**config.mk**
```make
export PLATFORM = sky130hd
export DESIGN_NAME = pewc_ctrl
export DESIGN_NICKNAME = d
export VERILOG_FILES = /design/src/pewc_pkg.sv /design/src/pewc_ctrl.sv
export VERILOG_INCLUDE_DIRS = /design/src
export SDC_FILE = /design/constraint.sdc
export NUM_CORES = 1
export LEC_CHECK = 0
export BUFFER_PORTS_ARGS = -buffer_cell sky130_fd_sc_hd__clkbuf_2
export CAP_MARGIN = 30
export CELL_PAD_IN_SITES_DETAIL_PLACEMENT = 0
export CELL_PAD_IN_SITES_GLOBAL_PLACEMENT = 1
export CORE_MARGIN = 1.5
export CORE_UTILIZATION = 51
export DETAILED_ROUTE_END_ITERATION = 6
export GPL_ROUTABILITY_DRIVEN = 1
export GPL_TIMING_DRIVEN = 0
export PLACE_DENSITY = 0.87
export SLEW_MARGIN = 20
export SYNTH_ARGS = -nofsm -noshare
export SYNTH_HDL_FRONTEND = slang
export SYNTH_SLANG_ARGS = --single-unit
```
**constraint.sdc**
```tcl
create_clock -name i_clk -period 16.4 [get_ports i_clk]
set_input_delay 1.64 -clock i_clk [delete_from_list [all_inputs] [get_ports i_clk]]
set_output_delay 1.64 -clock i_clk [all_outputs]
set_load 0.1 [all_outputs]
```
**src/pewc_defines.svh**
```systemverilog
// constants for the parallel eeprom page write controller
// Behaviour
// - write starts on write strobe low pulse, chip select low, output enable high
// - page load takes one to 64 bytes programmed together
// - host presents each next page byte within 100 us of the last
// - host keeps address bits 6 to 12 constant within one page load
// - each write operation opens with a three-write protection sequence
`ifndef PEWC_DEFINES_SVH
`define PEWC_DEFINES_SVH
`define PEWC_CLK_PERIOD_NS 4
`define PEWC_ADDR_W 13
`define PEWC_PAGE_BYTES 64
`define PEWC_PAGE_LSB 6
`define PEWC_IDENT_TOP 13'h003F
`define PEWC_SDP_ADDR0 13'h1555
`define PEWC_SDP_DATA0 8'hAA
`define PEWC_SDP_ADDR1 13'h0AAA
`define PEWC_SDP_DATA1 8'h55
`define PEWC_SDP_ADDR2 13'h1555
`define PEWC_SDP_DATA2 8'hA0
`define PEWC_WP_NS 200
`define PEWC_WPH_NS 100
`define PEWC_ACC_NS 200
`define PEWC_DF_NS 55
`define PEWC_WP_CYC ((`PEWC_WP_NS + `PEWC_CLK_PERIOD_NS - 1) / `PEWC_CLK_PERIOD_NS)
`define PEWC_WPH_CYC ((`PEWC_WPH_NS + `PEWC_CLK_PERIOD_NS - 1) / `PEWC_CLK_PERIOD_NS)
`define PEWC_ACC_CYC ((`PEWC_ACC_NS + `PEWC_CLK_PERIOD_NS - 1) / `PEWC_CLK_PERIOD_NS + 2)
`define PEWC_DF_CYC ((`PEWC_DF_NS + `PEWC_CLK_PERIOD_NS - 1) / `PEWC_CLK_PERIOD_NS)
`define PEWC_BLC_US 100
`define PEWC_BLC_CYC ((`PEWC_BLC_US * 1000) / `PEWC_CLK_PERIOD_NS)
`define PEWC_WC_MS 10
`define PEWC_WC_CYC ((`PEWC_WC_MS * 1000000) / `PEWC_CLK_PERIOD_NS)
`define PEWC_PON_MS 10
`define PEWC_PON_CYC ((`PEWC_PON_MS * 1000000) / `PEWC_CLK_PERIOD_NS)
`endif

```
**src/pewc_pkg.sv**
```systemverilog
// types for the parallel eeprom page write controller
package pewc_pkg;
	typedef struct packed {
		logic ce_n;
		logic oe_n;
		logic we_n;
		logic ident;
		logic [12:0] addr;
	} pewc_pins_t;
	typedef enum logic [3:0] {
		PEWC_POWERUP = 4'h0,
		PEWC_IDLE = 4'h1,
		PEWC_WSETUP = 4'h2,
		PEWC_WPULSE = 4'h3,
		PEWC_WHIGH = 4'h4,
		PEWC_RSETUP = 4'h5,
		PEWC_RWAIT = 4'h6,
		PEWC_RFLOAT = 4'h7,
		PEWC_POLL = 4'h8,
		PEWC_PGAP = 4'h9
	} pewc_state_t;
endpackage

```
**src/pewc_ctrl.sv**
```systemverilog
// host controller driving the parallel eeprom pins
`timescale 1ns/100ps
`include "pewc_defines.svh"
module pewc_ctrl
	import pewc_pkg::*;
#(
	parameter int BLC_CYC = `PEWC_BLC_CYC,
	parameter int WC_CYC = `PEWC_WC_CYC,
	parameter int PON_CYC = `PEWC_PON_CYC
) (
	input wire logic i_clk,
	input wire logic i_reset,
	input wire logic i_req_valid,
	input wire logic i_req_write,
	input wire logic i_req_last,
	input wire logic i_req_ident,
	input wire logic [12:0] i_req_addr,
	input wire logic [7:0] i_req_data,
	output logic o_req_ready,
	output logic o_rd_valid,
	output logic [7:0] o_rd_data,
	output logic o_busy,
	output logic o_timeout,
	output pewc_pins_t o_pins,
	output logic [7:0] o_data_bus_o,
	output logic o_data_bus_oe,
	input wire logic [7:0] i_data_bus_i
);
	localparam int CW = 32;
	pewc_state_t st_r, st_nxt;
	pewc_pins_t pins_r, pins_nxt;
	logic [7:0] dout_r, dout_nxt, rd_r, rd_nxt;
	logic oe_r, oe_nxt, rdv_r, rdv_nxt, last_r, last_nxt, to_r, to_nxt;
	logic [1:0] seq_r, seq_nxt;
	logic [CW-1:0] cnt_r, cnt_nxt, win_r, win_nxt, wc_r, wc_nxt;
	logic [7:0] tgt_r, tgt_nxt, prev_r, prev_nxt;
	logic [12:0] tadr_r, tadr_nxt;
	logic first_r, first_nxt;
	logic [7:0] sync1_r, sync2_r;
	logic [12:0] cmd_addr;
	logic [7:0] cmd_data;
	// pin inputs cross in through two flops
	always_ff @(posedge i_clk or posedge i_reset) begin
		if (i_reset) begin
			sync1_r <= 8'h00;
			sync2_r <= 8'h00;
		end else begin
			sync1_r <= i_data_bus_i;
			sync2_r <= sync1_r;
		end
	end
	always_comb begin
		cmd_addr = (seq_r == 2'd0) ? `PEWC_SDP_ADDR0 : (seq_r == 2'd1) ? `PEWC_SDP_ADDR1 : `PEWC_SDP_ADDR2;
		cmd_data = (seq_r == 2'd0) ? `PEWC_SDP_DATA0 : (seq_r == 2'd1) ? `PEWC_SDP_DATA1 : `PEWC_SDP_DATA2;
	end
	// only a page byte is taken mid-load, and never once the window has closed
	assign o_req_ready = (st_r == PEWC_IDLE) || (st_r == PEWC_PGAP && seq_r == 2'd3 && win_r != '0 && i_req_write);
	always_comb begin
		st_nxt = st_r;
		pins_nxt = pins_r;
		dout_nxt = dout_r;
		oe_nxt = oe_r;
		rd_nxt = rd_r;
		rdv_nxt = 1'b0;
		last_nxt = last_r;
		to_nxt = to_r;
		seq_nxt = seq_r;
		cnt_nxt = (cnt_r != '0) ? cnt_r - 1'b1 : cnt_r;
		win_nxt = (win_r != '0) ? win_r - 1'b1 : win_r;
		wc_nxt = (wc_r != '0) ? wc_r - 1'b1 : wc_r;
		tgt_nxt = tgt_r;
		tadr_nxt = tadr_r;
		prev_nxt = prev_r;
		first_nxt = first_r;
		case (st_r)
			PEWC_POWERUP: begin
				if (cnt_r == '0) begin
					st_nxt = PEWC_IDLE;
				end
			end
			PEWC_IDLE: begin
				if (i_req_valid) begin
					pins_nxt.ident = i_req_ident;
					last_nxt = i_req_last;
					if (i_req_write) begin
						// a fresh operation always opens with the protection words
						seq_nxt = 2'd0;
						pins_nxt.addr = `PEWC_SDP_ADDR0;
						dout_nxt = `PEWC_SDP_DATA0;
						tadr_nxt = i_req_addr;
						tgt_nxt = i_req_data;
						st_nxt = PEWC_WSETUP;
					end else begin
						pins_nxt.addr = i_req_addr;
						st_nxt = PEWC_RSETUP;
					end
				end
			end
			PEWC_PGAP: begin
				// host must feed next byte before the load window closes
				if (win_r == '0) begin
					to_nxt = 1'b1;
					first_nxt = 1'b1;
					wc_nxt = CW'(WC_CYC);
					st_nxt = PEWC_POLL;
				end else if (seq_r != 2'd3) begin
					pins_nxt.addr = cmd_addr;
					dout_nxt = cmd_data;
					st_nxt = PEWC_WSETUP;
				end else if (i_req_valid && i_req_write) begin
					to_nxt = 1'b0;
					last_nxt = i_req_last;
					// only the low six bits may move inside a load
					pins_nxt.addr = {tadr_r[12:`PEWC_PAGE_LSB], i_req_addr[`PEWC_PAGE_LSB-1:0]};
					tadr_nxt = {tadr_r[12:`PEWC_PAGE_LSB], i_req_addr[`PEWC_PAGE_LSB-1:0]};
					dout_nxt = i_req_data;
					tgt_nxt = i_req_data;
					st_nxt = PEWC_WSETUP;
				end else if (i_req_valid) begin
					to_nxt = 1'b1; // a read mid-load closes the page early
					first_nxt = 1'b1;
					wc_nxt = CW'(WC_CYC);
					st_nxt = PEWC_POLL;
				end
			end
			PEWC_WSETUP: begin
				// address settles with output enable high before the strobe falls
				oe_nxt = 1'b1;
				pins_nxt.oe_n = 1'b1;
				pins_nxt.ce_n = 1'b0;
				pins_nxt.we_n = 1'b0;
				cnt_nxt = CW'(`PEWC_WP_CYC);
				st_nxt = PEWC_WPULSE;
			end
			PEWC_WPULSE: begin
				// pulse held well above the noise filter width
				if (cnt_r == '0) begin
					pins_nxt.we_n = 1'b1;
					cnt_nxt = CW'(`PEWC_WPH_CYC);
					st_nxt = PEWC_WHIGH;
				end
			end
			PEWC_WHIGH: begin
				if (cnt_r == '0) begin
					pins_nxt.ce_n = 1'b1;
					oe_nxt = 1'b0;
					win_nxt = CW'(BLC_CYC);
					if (seq_r != 2'd3) begin
						seq_nxt = seq_r + 2'd1;
					end
					if (seq_r == 2'd3 && last_r) begin
						first_nxt = 1'b1;
						wc_nxt = CW'(WC_CYC);
						st_nxt = PEWC_POLL;
					end else if (seq_r == 2'd2) begin
						pins_nxt.addr = {tadr_r[12:`PEWC_PAGE_LSB], tadr_r[`PEWC_PAGE_LSB-1:0]};
						dout_nxt = tgt_r;
						seq_nxt = 2'd3;
						st_nxt = PEWC_WSETUP;
					end else begin
						st_nxt = PEWC_PGAP;
					end
				end
			end
			PEWC_POLL: begin
				// poll the last byte: bit 7 true and bit 6 steady mean done
				pins_nxt.addr = tadr_r;
				pins_nxt.ce_n = 1'b0;
				pins_nxt.oe_n = 1'b0;
				cnt_nxt = CW'(`PEWC_ACC_CYC);
				st_nxt = PEWC_RWAIT;
			end
			PEWC_RSETUP: begin
				pins_nxt.ce_n = 1'b0;
				pins_nxt.oe_n = 1'b0;
				cnt_nxt = CW'(`PEWC_ACC_CYC);
				st_nxt = PEWC_RWAIT;
			end
			PEWC_RWAIT: begin
				if (cnt_r == '0) begin
					pins_nxt.ce_n = 1'b1;
					pins_nxt.oe_n = 1'b1;
					cnt_nxt = CW'(`PEWC_DF_CYC);
					st_nxt = PEWC_RFLOAT;
					if (seq_r == 2'd3) begin
						prev_nxt = sync2_r;
						first_nxt = 1'b0;
						if ((sync2_r[7] == tgt_r[7] && !first_r && sync2_r[6] == prev_r[6]) || wc_r == '0) begin
							seq_nxt = 2'd0;
						end
					end else begin
						rd_nxt = sync2_r;
						rdv_nxt = 1'b1;
					end
				end
			end
			PEWC_RFLOAT: begin
				if (cnt_r == '0) begin
					st_nxt = (seq_r == 2'd3) ? PEWC_POLL : PEWC_IDLE;
				end
			end
			default: begin
				st_nxt = PEWC_IDLE;
			end
		endcase
	end
	always_ff @(posedge i_clk or posedge i_reset) begin
		if (i_reset) begin
			st_r <= PEWC_POWERUP;
			pins_r <= '{ce_n: 1'b1, oe_n: 1'b1, we_n: 1'b1, ident: 1'b0, addr: 13'h0000};
			dout_r <= 8'h00;
			oe_r <= 1'b0;
			rd_r <= 8'h00;
			rdv_r <= 1'b0;
			last_r <= 1'b0;
			to_r <= 1'b0;
			seq_r <= 2'd0;
			cnt_r <= CW'(PON_CYC);
			win_r <= '0;
			wc_r <= '0;
			tgt_r <= 8'h00;
			tadr_r <= 13'h0000;
			prev_r <= 8'h00;
			first_r <= 1'b0;
		end else begin
			st_r <= st_nxt;
			pins_r <= pins_nxt;
			dout_r <= dout_nxt;
			oe_r <= oe_nxt;
			rd_r <= rd_nxt;
			rdv_r <= rdv_nxt;
			last_r <= last_nxt;
			to_r <= to_nxt;
			seq_r <= seq_nxt;
			cnt_r <= cnt_nxt;
			win_r <= win_nxt;
			wc_r <= wc_nxt;
			tgt_r <= tgt_nxt;
			tadr_r <= tadr_nxt;
			prev_r <= prev_nxt;
			first_r <= first_nxt;
		end
	end
	assign o_pins = pins_r;
	assign o_data_bus_o = dout_r;
	assign o_data_bus_oe = oe_r;
	assign o_rd_valid = rdv_r;
	assign o_rd_data = rd_r;
	assign o_busy = (st_r != PEWC_IDLE);
	assign o_timeout = to_r;
	// never drive data while the device may drive it
	host_drive_a: assert property (@(posedge i_clk) disable iff (i_reset) o_data_bus_oe |-> o_pins.oe_n)
		else $error("host drives data with output enable low");
	write_inhibit_a: assert property (@(posedge i_clk) disable iff (i_reset) !o_pins.we_n |-> !o_pins.ce_n && o_pins.oe_n)
		else $error("write strobe low without chip select or with output enable");
	strobe_width_a: assert property (@(posedge i_clk) disable iff (i_reset) $fell(o_pins.we_n) |-> !o_pins.we_n [*8])
		else $error("write pulse too short");
	page_row_a: assert property (@(posedge i_clk) disable iff (i_reset)
		$fell(o_pins.we_n) && seq_r == 2'd3 |-> o_pins.addr[12:6] == tadr_r[12:6])
		else $error("page row moved inside a load");
	powerup_hold_a: assert property (@(posedge i_clk) disable iff (i_reset) st_r == PEWC_POWERUP |-> o_pins.we_n)
		else $error("write during power-on delay");
	data_stable_a: assert property (@(posedge i_clk) disable iff (i_reset)
		!o_pins.we_n && !$past(o_pins.we_n) |-> $stable(o_data_bus_o) && $stable(o_pins.addr))
		else $error("address or data moved under strobe");
	read_drive_a: assert property (@(posedge i_clk) disable iff (i_reset) !o_pins.oe_n |-> !o_pins.ce_n && o_pins.we_n)
		else $error("read cycle with bad strobes");
	sdp_open_a: assert property (@(posedge i_clk) disable iff (i_reset)
		st_r == PEWC_IDLE && i_req_valid && i_req_write |=> o_pins.addr == `PEWC_SDP_ADDR0 && o_data_bus_o == `PEWC_SDP_DATA0)
		else $error("write not opened by protection word");
	pulse_end_a: assert property (@(posedge i_clk) disable iff (i_reset) $rose(o_pins.we_n) |-> !o_pins.ce_n)
		else $error("chip select rose before write strobe");
endmodule // pewc_ctrl

```
* After elaboration in Yosys (flattened, before gate mapping)
Cells that the tools add are included.
** Storage, ports and cells
- Input port bits :: 35
- Register bits after elaboration :: 184
- Output and inout port bits :: 38
** Operators by class
- Bitwise gates (word level) :: 2
- Reductions and logical operators :: 46
- Muxes and demuxes :: 100
- $add $sub $neg :: 4
- Eq/ne operators :: 37
** Operator list (count)
- $mux W32 :: 13
- $mux W13 :: 12
- $pmux W32 S4 :: 1
- $mux W8 :: 14
- $logic_not A32 Y1 :: 3
- $reduce_bool A32 Y1 :: 3
- $sub A32 B1 Y32 const B :: 3
- $pmux W32 S2 :: 1
- $mux W4 :: 13
- $pmux W13 S4 :: 1
- $pmux W4 S9 :: 1
- $ne A2 B2 Y1 const B :: 16
- $pmux W13 S2 :: 1
- $pmux W8 S3 :: 1
- $reduce_and A7 Y1 :: 3
- $mux W1 :: 20
- $mux W2 :: 10
- $mux W6 :: 3
- $reduce_bool A3 Y1 :: 6
- $eq A4 B3 Y1 const B :: 4
- $pmux W8 S2 :: 1
- $reduce_and A8 Y1 :: 2
- $reduce_and A3 Y1 :: 4
- $pmux W1 S3 :: 3
- 30 further kinds :: 50

* Logic depth before layout (Yosys ltp)
- Word-level depth :: 8
- Depth in mapped cells :: 10
- Mapped depth without buffers :: 10

* Least setup slack after synthesis
Ideal clock, no wire load.
- Path type :: in2out
- Start point :: in i_req_write
- End point :: out o_req_ready
- Cell stages on the path :: 3
- Buffers on the path :: 1
- Arrival :: 3451 ps
- Path slack :: 11309 ps
- Cell sequence :: clkbuf_1 nand3_1 a21oi_1
** On the way
- Cells in the longest elaborated chain, start to end :: 2
** Ends and longest elaborated chain
- from (decl) :: line pewc_ctrl.sv:14 : input wire logic i_req_write,
- $logic_and A1 B1 Y1 :: line pewc_ctrl.sv:57 : assign o_req_ready = (st_r == PEWC_IDLE) || (st_r == PEWC_PGAP && seq_r == 2'd3 && win_r != '0 && i_req_write) ...
- $logic_or A1 B1 Y1 :: line pewc_ctrl.sv:57
- to (decl) :: line pewc_ctrl.sv:19 : output logic o_req_ready,
Every way passes these cells.

* Worst setup path after layout
- Start point :: reg win_r[20]
- End point :: out o_req_ready
** On the way
- Cells in the longest elaborated chain, start to end :: 4
** Ends and longest elaborated chain
- from (decl) :: line pewc_ctrl.sv:35 : logic [CW-1:0] cnt_r, cnt_nxt, win_r, win_nxt, wc_r, wc_nxt;
- from (signal assigned) :: line pewc_ctrl.sv:236 : win_r <= win_nxt;
- $reduce_bool A32 Y1 :: line pewc_ctrl.sv:57
- $logic_and A1 B1 Y1 (2 in series) :: line pewc_ctrl.sv:57
- $logic_or A1 B1 Y1 :: line pewc_ctrl.sv:57
Every way passes these cells.

==> flow_summary.ini <==
[status]
outcome = completed

[clock_tree]
cts_max_path_buffers = 2
cts-root-buf = clkbuf_16
cts_max_level = 4
cts.sinks = 178
cts_tree = built
cts_buffers = 17
clk_pin_slew_worst_paths_ns = 0.07
hold_buffers = 0
ctsResizeCount = 0
post-cts-setup-buffers = 0
insertion_delay_ns = 0.43

[job]
drv_cap = 0

[logic_synthesis]
yosys_register_bits = 178
postSynthCellCount = 918
synth_flop_cell = dfrtp_1
ys_types = 66
syn_area_per_cell_um2 = 9.84
synth_nets = 960
yosysWarnings = 0
async_flop_share_pct = 100
yosysSeqAreaShare_pct = 49.4
synth_edf_count = 0
synth_area_um2 = 9040

[route]
num_vias = 7104
via_per_inst = 5.69
wl_per_cell_um = 16.4
drt_iter0_drc = 579
dr.pass1.iters = 5
route.detailed.drc = 0
ant_nets = 0
wirelength_mm = 20.4

[pwr]
power_frac_comb_pct = 42.4
p_sw_uw = 836
p_seq_share_pct = 35.5
irDropWorstVdd_v = 0.000244
switching_share_pct = 43.6
internal-power_mw = 1.08
power.share.clock_pct = 22.0
powerDensity_nw_per_um2 = 185
total_power_mw = 1.92
p_leak_nw = 4.39

[timing]
period_minus_slack_ns = 4.79
max_freq_ghz = 0.209
setup_viol = 0
slew_headroom_pct = 36.0
hold_viol_final = 0
fin_worst_skew_ns = 0.00902
rsz0062_at_grt = no
finalWorstSetupSlack_ns = 11.61
slew_violations = 0
worst_pin_slew_ns = 0.951
fin_crit_sh_pct = 29.2
final.setup.tns_ns = 0

[finish]
num-fill-cells = 1496
regArea_um2 = 4470
drive_gt1_share_pct = 19.4
area_growth_syn_to_layout_pct = 14.5
n_antenna_cell = 0
multi_input_area_um2 = 4360
fin_nets = 1053
fin_cells = 1248

[global_route]
track_usage_pct = 23.1
grt_pass1_wl_mm = 33.7
grt_pass1_vias = 6613
antenna_found_initial = 0
grt_max_degree = 69
grt-ovfl-total = 0

[floorplanning]
std_cell_rows = 48
start_util_pct = 52.2
die_h_um = 136
core_um2 = 17300
fp.dieArea_um2 = 18500
io-pin-count = 73
fp.dieW_um = 136

[worst_setup_path]
crit_path_max_fanout = 9
r2r-start = cnt_r[4]
crit_type = flip-flop to output pin
endpoint_kind = output pin
critPathLaunchType = flip-flop
arrival_ns = 3.15
crit_chain = or4_1, clkbuf_1, nor4_1, and3_1, buf_2, nand2_1, nand3_1, a21oi_1, clkbuf_2
startpoint = win_r[20]
cpPeakStageDelay_ns = 0.54
crit_required_ns = 14.76
cp_slowest_cell = or4_1

[placement]
dp_slack_ns = 11.77
globalplace.congestion = 0.905
dp_hpwl_mm = 14.3
dp.cells = 1216
portBuffers = 71

[min_path]
hp-start = sync1_r[4]
hp-class = flip-flop to flip-flop
## state kept, by name, indices dropped and copies added (netlist names), 2 cells and up
| signal | cells |
|---|---|
| tgt_r | 8 |
| o_rd_data | 8 |
| tadr_r | 13 |
| win_r | 32 |
| seq_r | 2 |
| cnt_r | 32 |
| wc_r | 32 |
| sync1_r | 8 |
| o_data_bus_o | 8 |
| st_r | 4 |
| o_pins | 17 |
| sync2_r | 8 |
## cell usage after synthesis (8+ instances only)
cell	n	area share [%]
nand2b_1	12	0.83
nand3_1	28	1.6
nor4_1	26	1.8
a31oi_1	9	0.62
nor2b_1	9	0.62
or4_1	16	1.3
xnor2_1	40	3.9
o21ai_0	31	1.7
mux2_2	40	5.0
nor3_1	40	2.2
nor2_1	114	4.7
or3_1	19	1.3
buf_2	11	0.61
a21oi_1	42	2.3
o31ai_1	8	0.66
nand4_1	13	0.90
mux2_4	8	1.3
dfrtp_1	167	46
inv_1	10	0.42
xor2_1	38	3.7
clkbuf_1	29	1.2
dfstp_2	11	3.2
nand2_1	100	4.2
## stage by stage
| stage | utilization, % | area (um^2) | hold slack (ns) |
|---|---|---|---|
| detailed placement | 56.3 | 9740 | 0.335 |
| floorplan | - | 9040 | 0.331 |
| finish | 59.8 | 10300 | 0.351 |
| global route | 59.8 | 10300 | 0.359 |
| CTS | 59.8 | 10300 | 0.351 |
| global placement | 55.9 | 9670 | 0.332 |
## cell type report
class	instances	share of cell area [%]
clock inverters	13	1.67
multi-input cells	689	42.2
well taps	225	2.72
flip-flops and latches	178	43.2
plain buffers	41	1.62
inverters	10	0.436
repair buffers	74	4.02
clock buffers	18	4.15
## per-layer routing
metal	track usage [%]	vias up	routed length [um]
met1	32.9	3449	9870
met4	7.21	0	379
met5	0	-	0
met3	4.29	44	719
met2	35.7	159	9460
li1	-	3452	-
## power groups by stage
stage	clock (mW)	combinational, mW	sequential (mW)
after global placement	0	0.799	0.683
after detailed placement	0	0.808	0.686
after floorplan	0	0.470	0.852
after CTS	0.429	0.812	0.680
final	0.423	0.813	0.682
after global routing	0.447	0.880	0.702
## logic make-up (layout without fill, tap and decap cells)
| family | count (synthesis) | count (layout) | synth area share [%] |
|---|---|---|---|
| multiplexers | 49 | 49 | 6.44 |
| XOR/XNOR | 78 | 78 | 7.56 |
| flip-flops | 178 | 178 | 49.4 |
| AND/OR/NAND/NOR | 429 | 429 | 24.5 |
| buffers and inverters | 51 | 156 | 2.27 |
| adder cells (fa/ha/maj) | 7 | 7 | 0.969 |
| AO/OA/AOI/OAI | 126 | 126 | 8.79 |
## worst max-delay path: cells and delay by family (launching register included)
kind | cells | cell delay, ns
and+or+nand+nor | 5 | 1.38
buffers and inverters | 3 | 0.81
AOI/OAI and AO/OA | 1 | 0.09
DFF | 1 | 0.45
## path summary, 6_finish.rpt
path                                    end  slack, ns  cells past startpoint
worst max-delay path            o_req_ready      11.61                      9
worst min register to register   sync2_r[4]       0.35                      0
worst min-delay path             sync2_r[4]       0.35                      0
min in group asynchronous          wc_r[16]       1.20                      2
worst max register to register    o_pins[1]      13.08                      7
max in group asynchronous          cnt_r[5]      14.50                      3
## cells in the final DEF (no fill, tap or decap), types with 12 or more instances in the layout
cell       count
nand2_1      100
a21oi_1       42
mux2_2        40
nor3_1        40
xor2_1        38
clkbuf_2      72
nand4_1       13
nand2b_1      12
clkbuf_1      30
xnor2_1       40
or4_1         16
o21ai_0       31
nor4_1        26
clkbuf_16     17
nand3_1       28
nor2_1       114
or3_1         19
dfrtp_1      167
No activity file was read; power rests on OpenSTA's default activity.
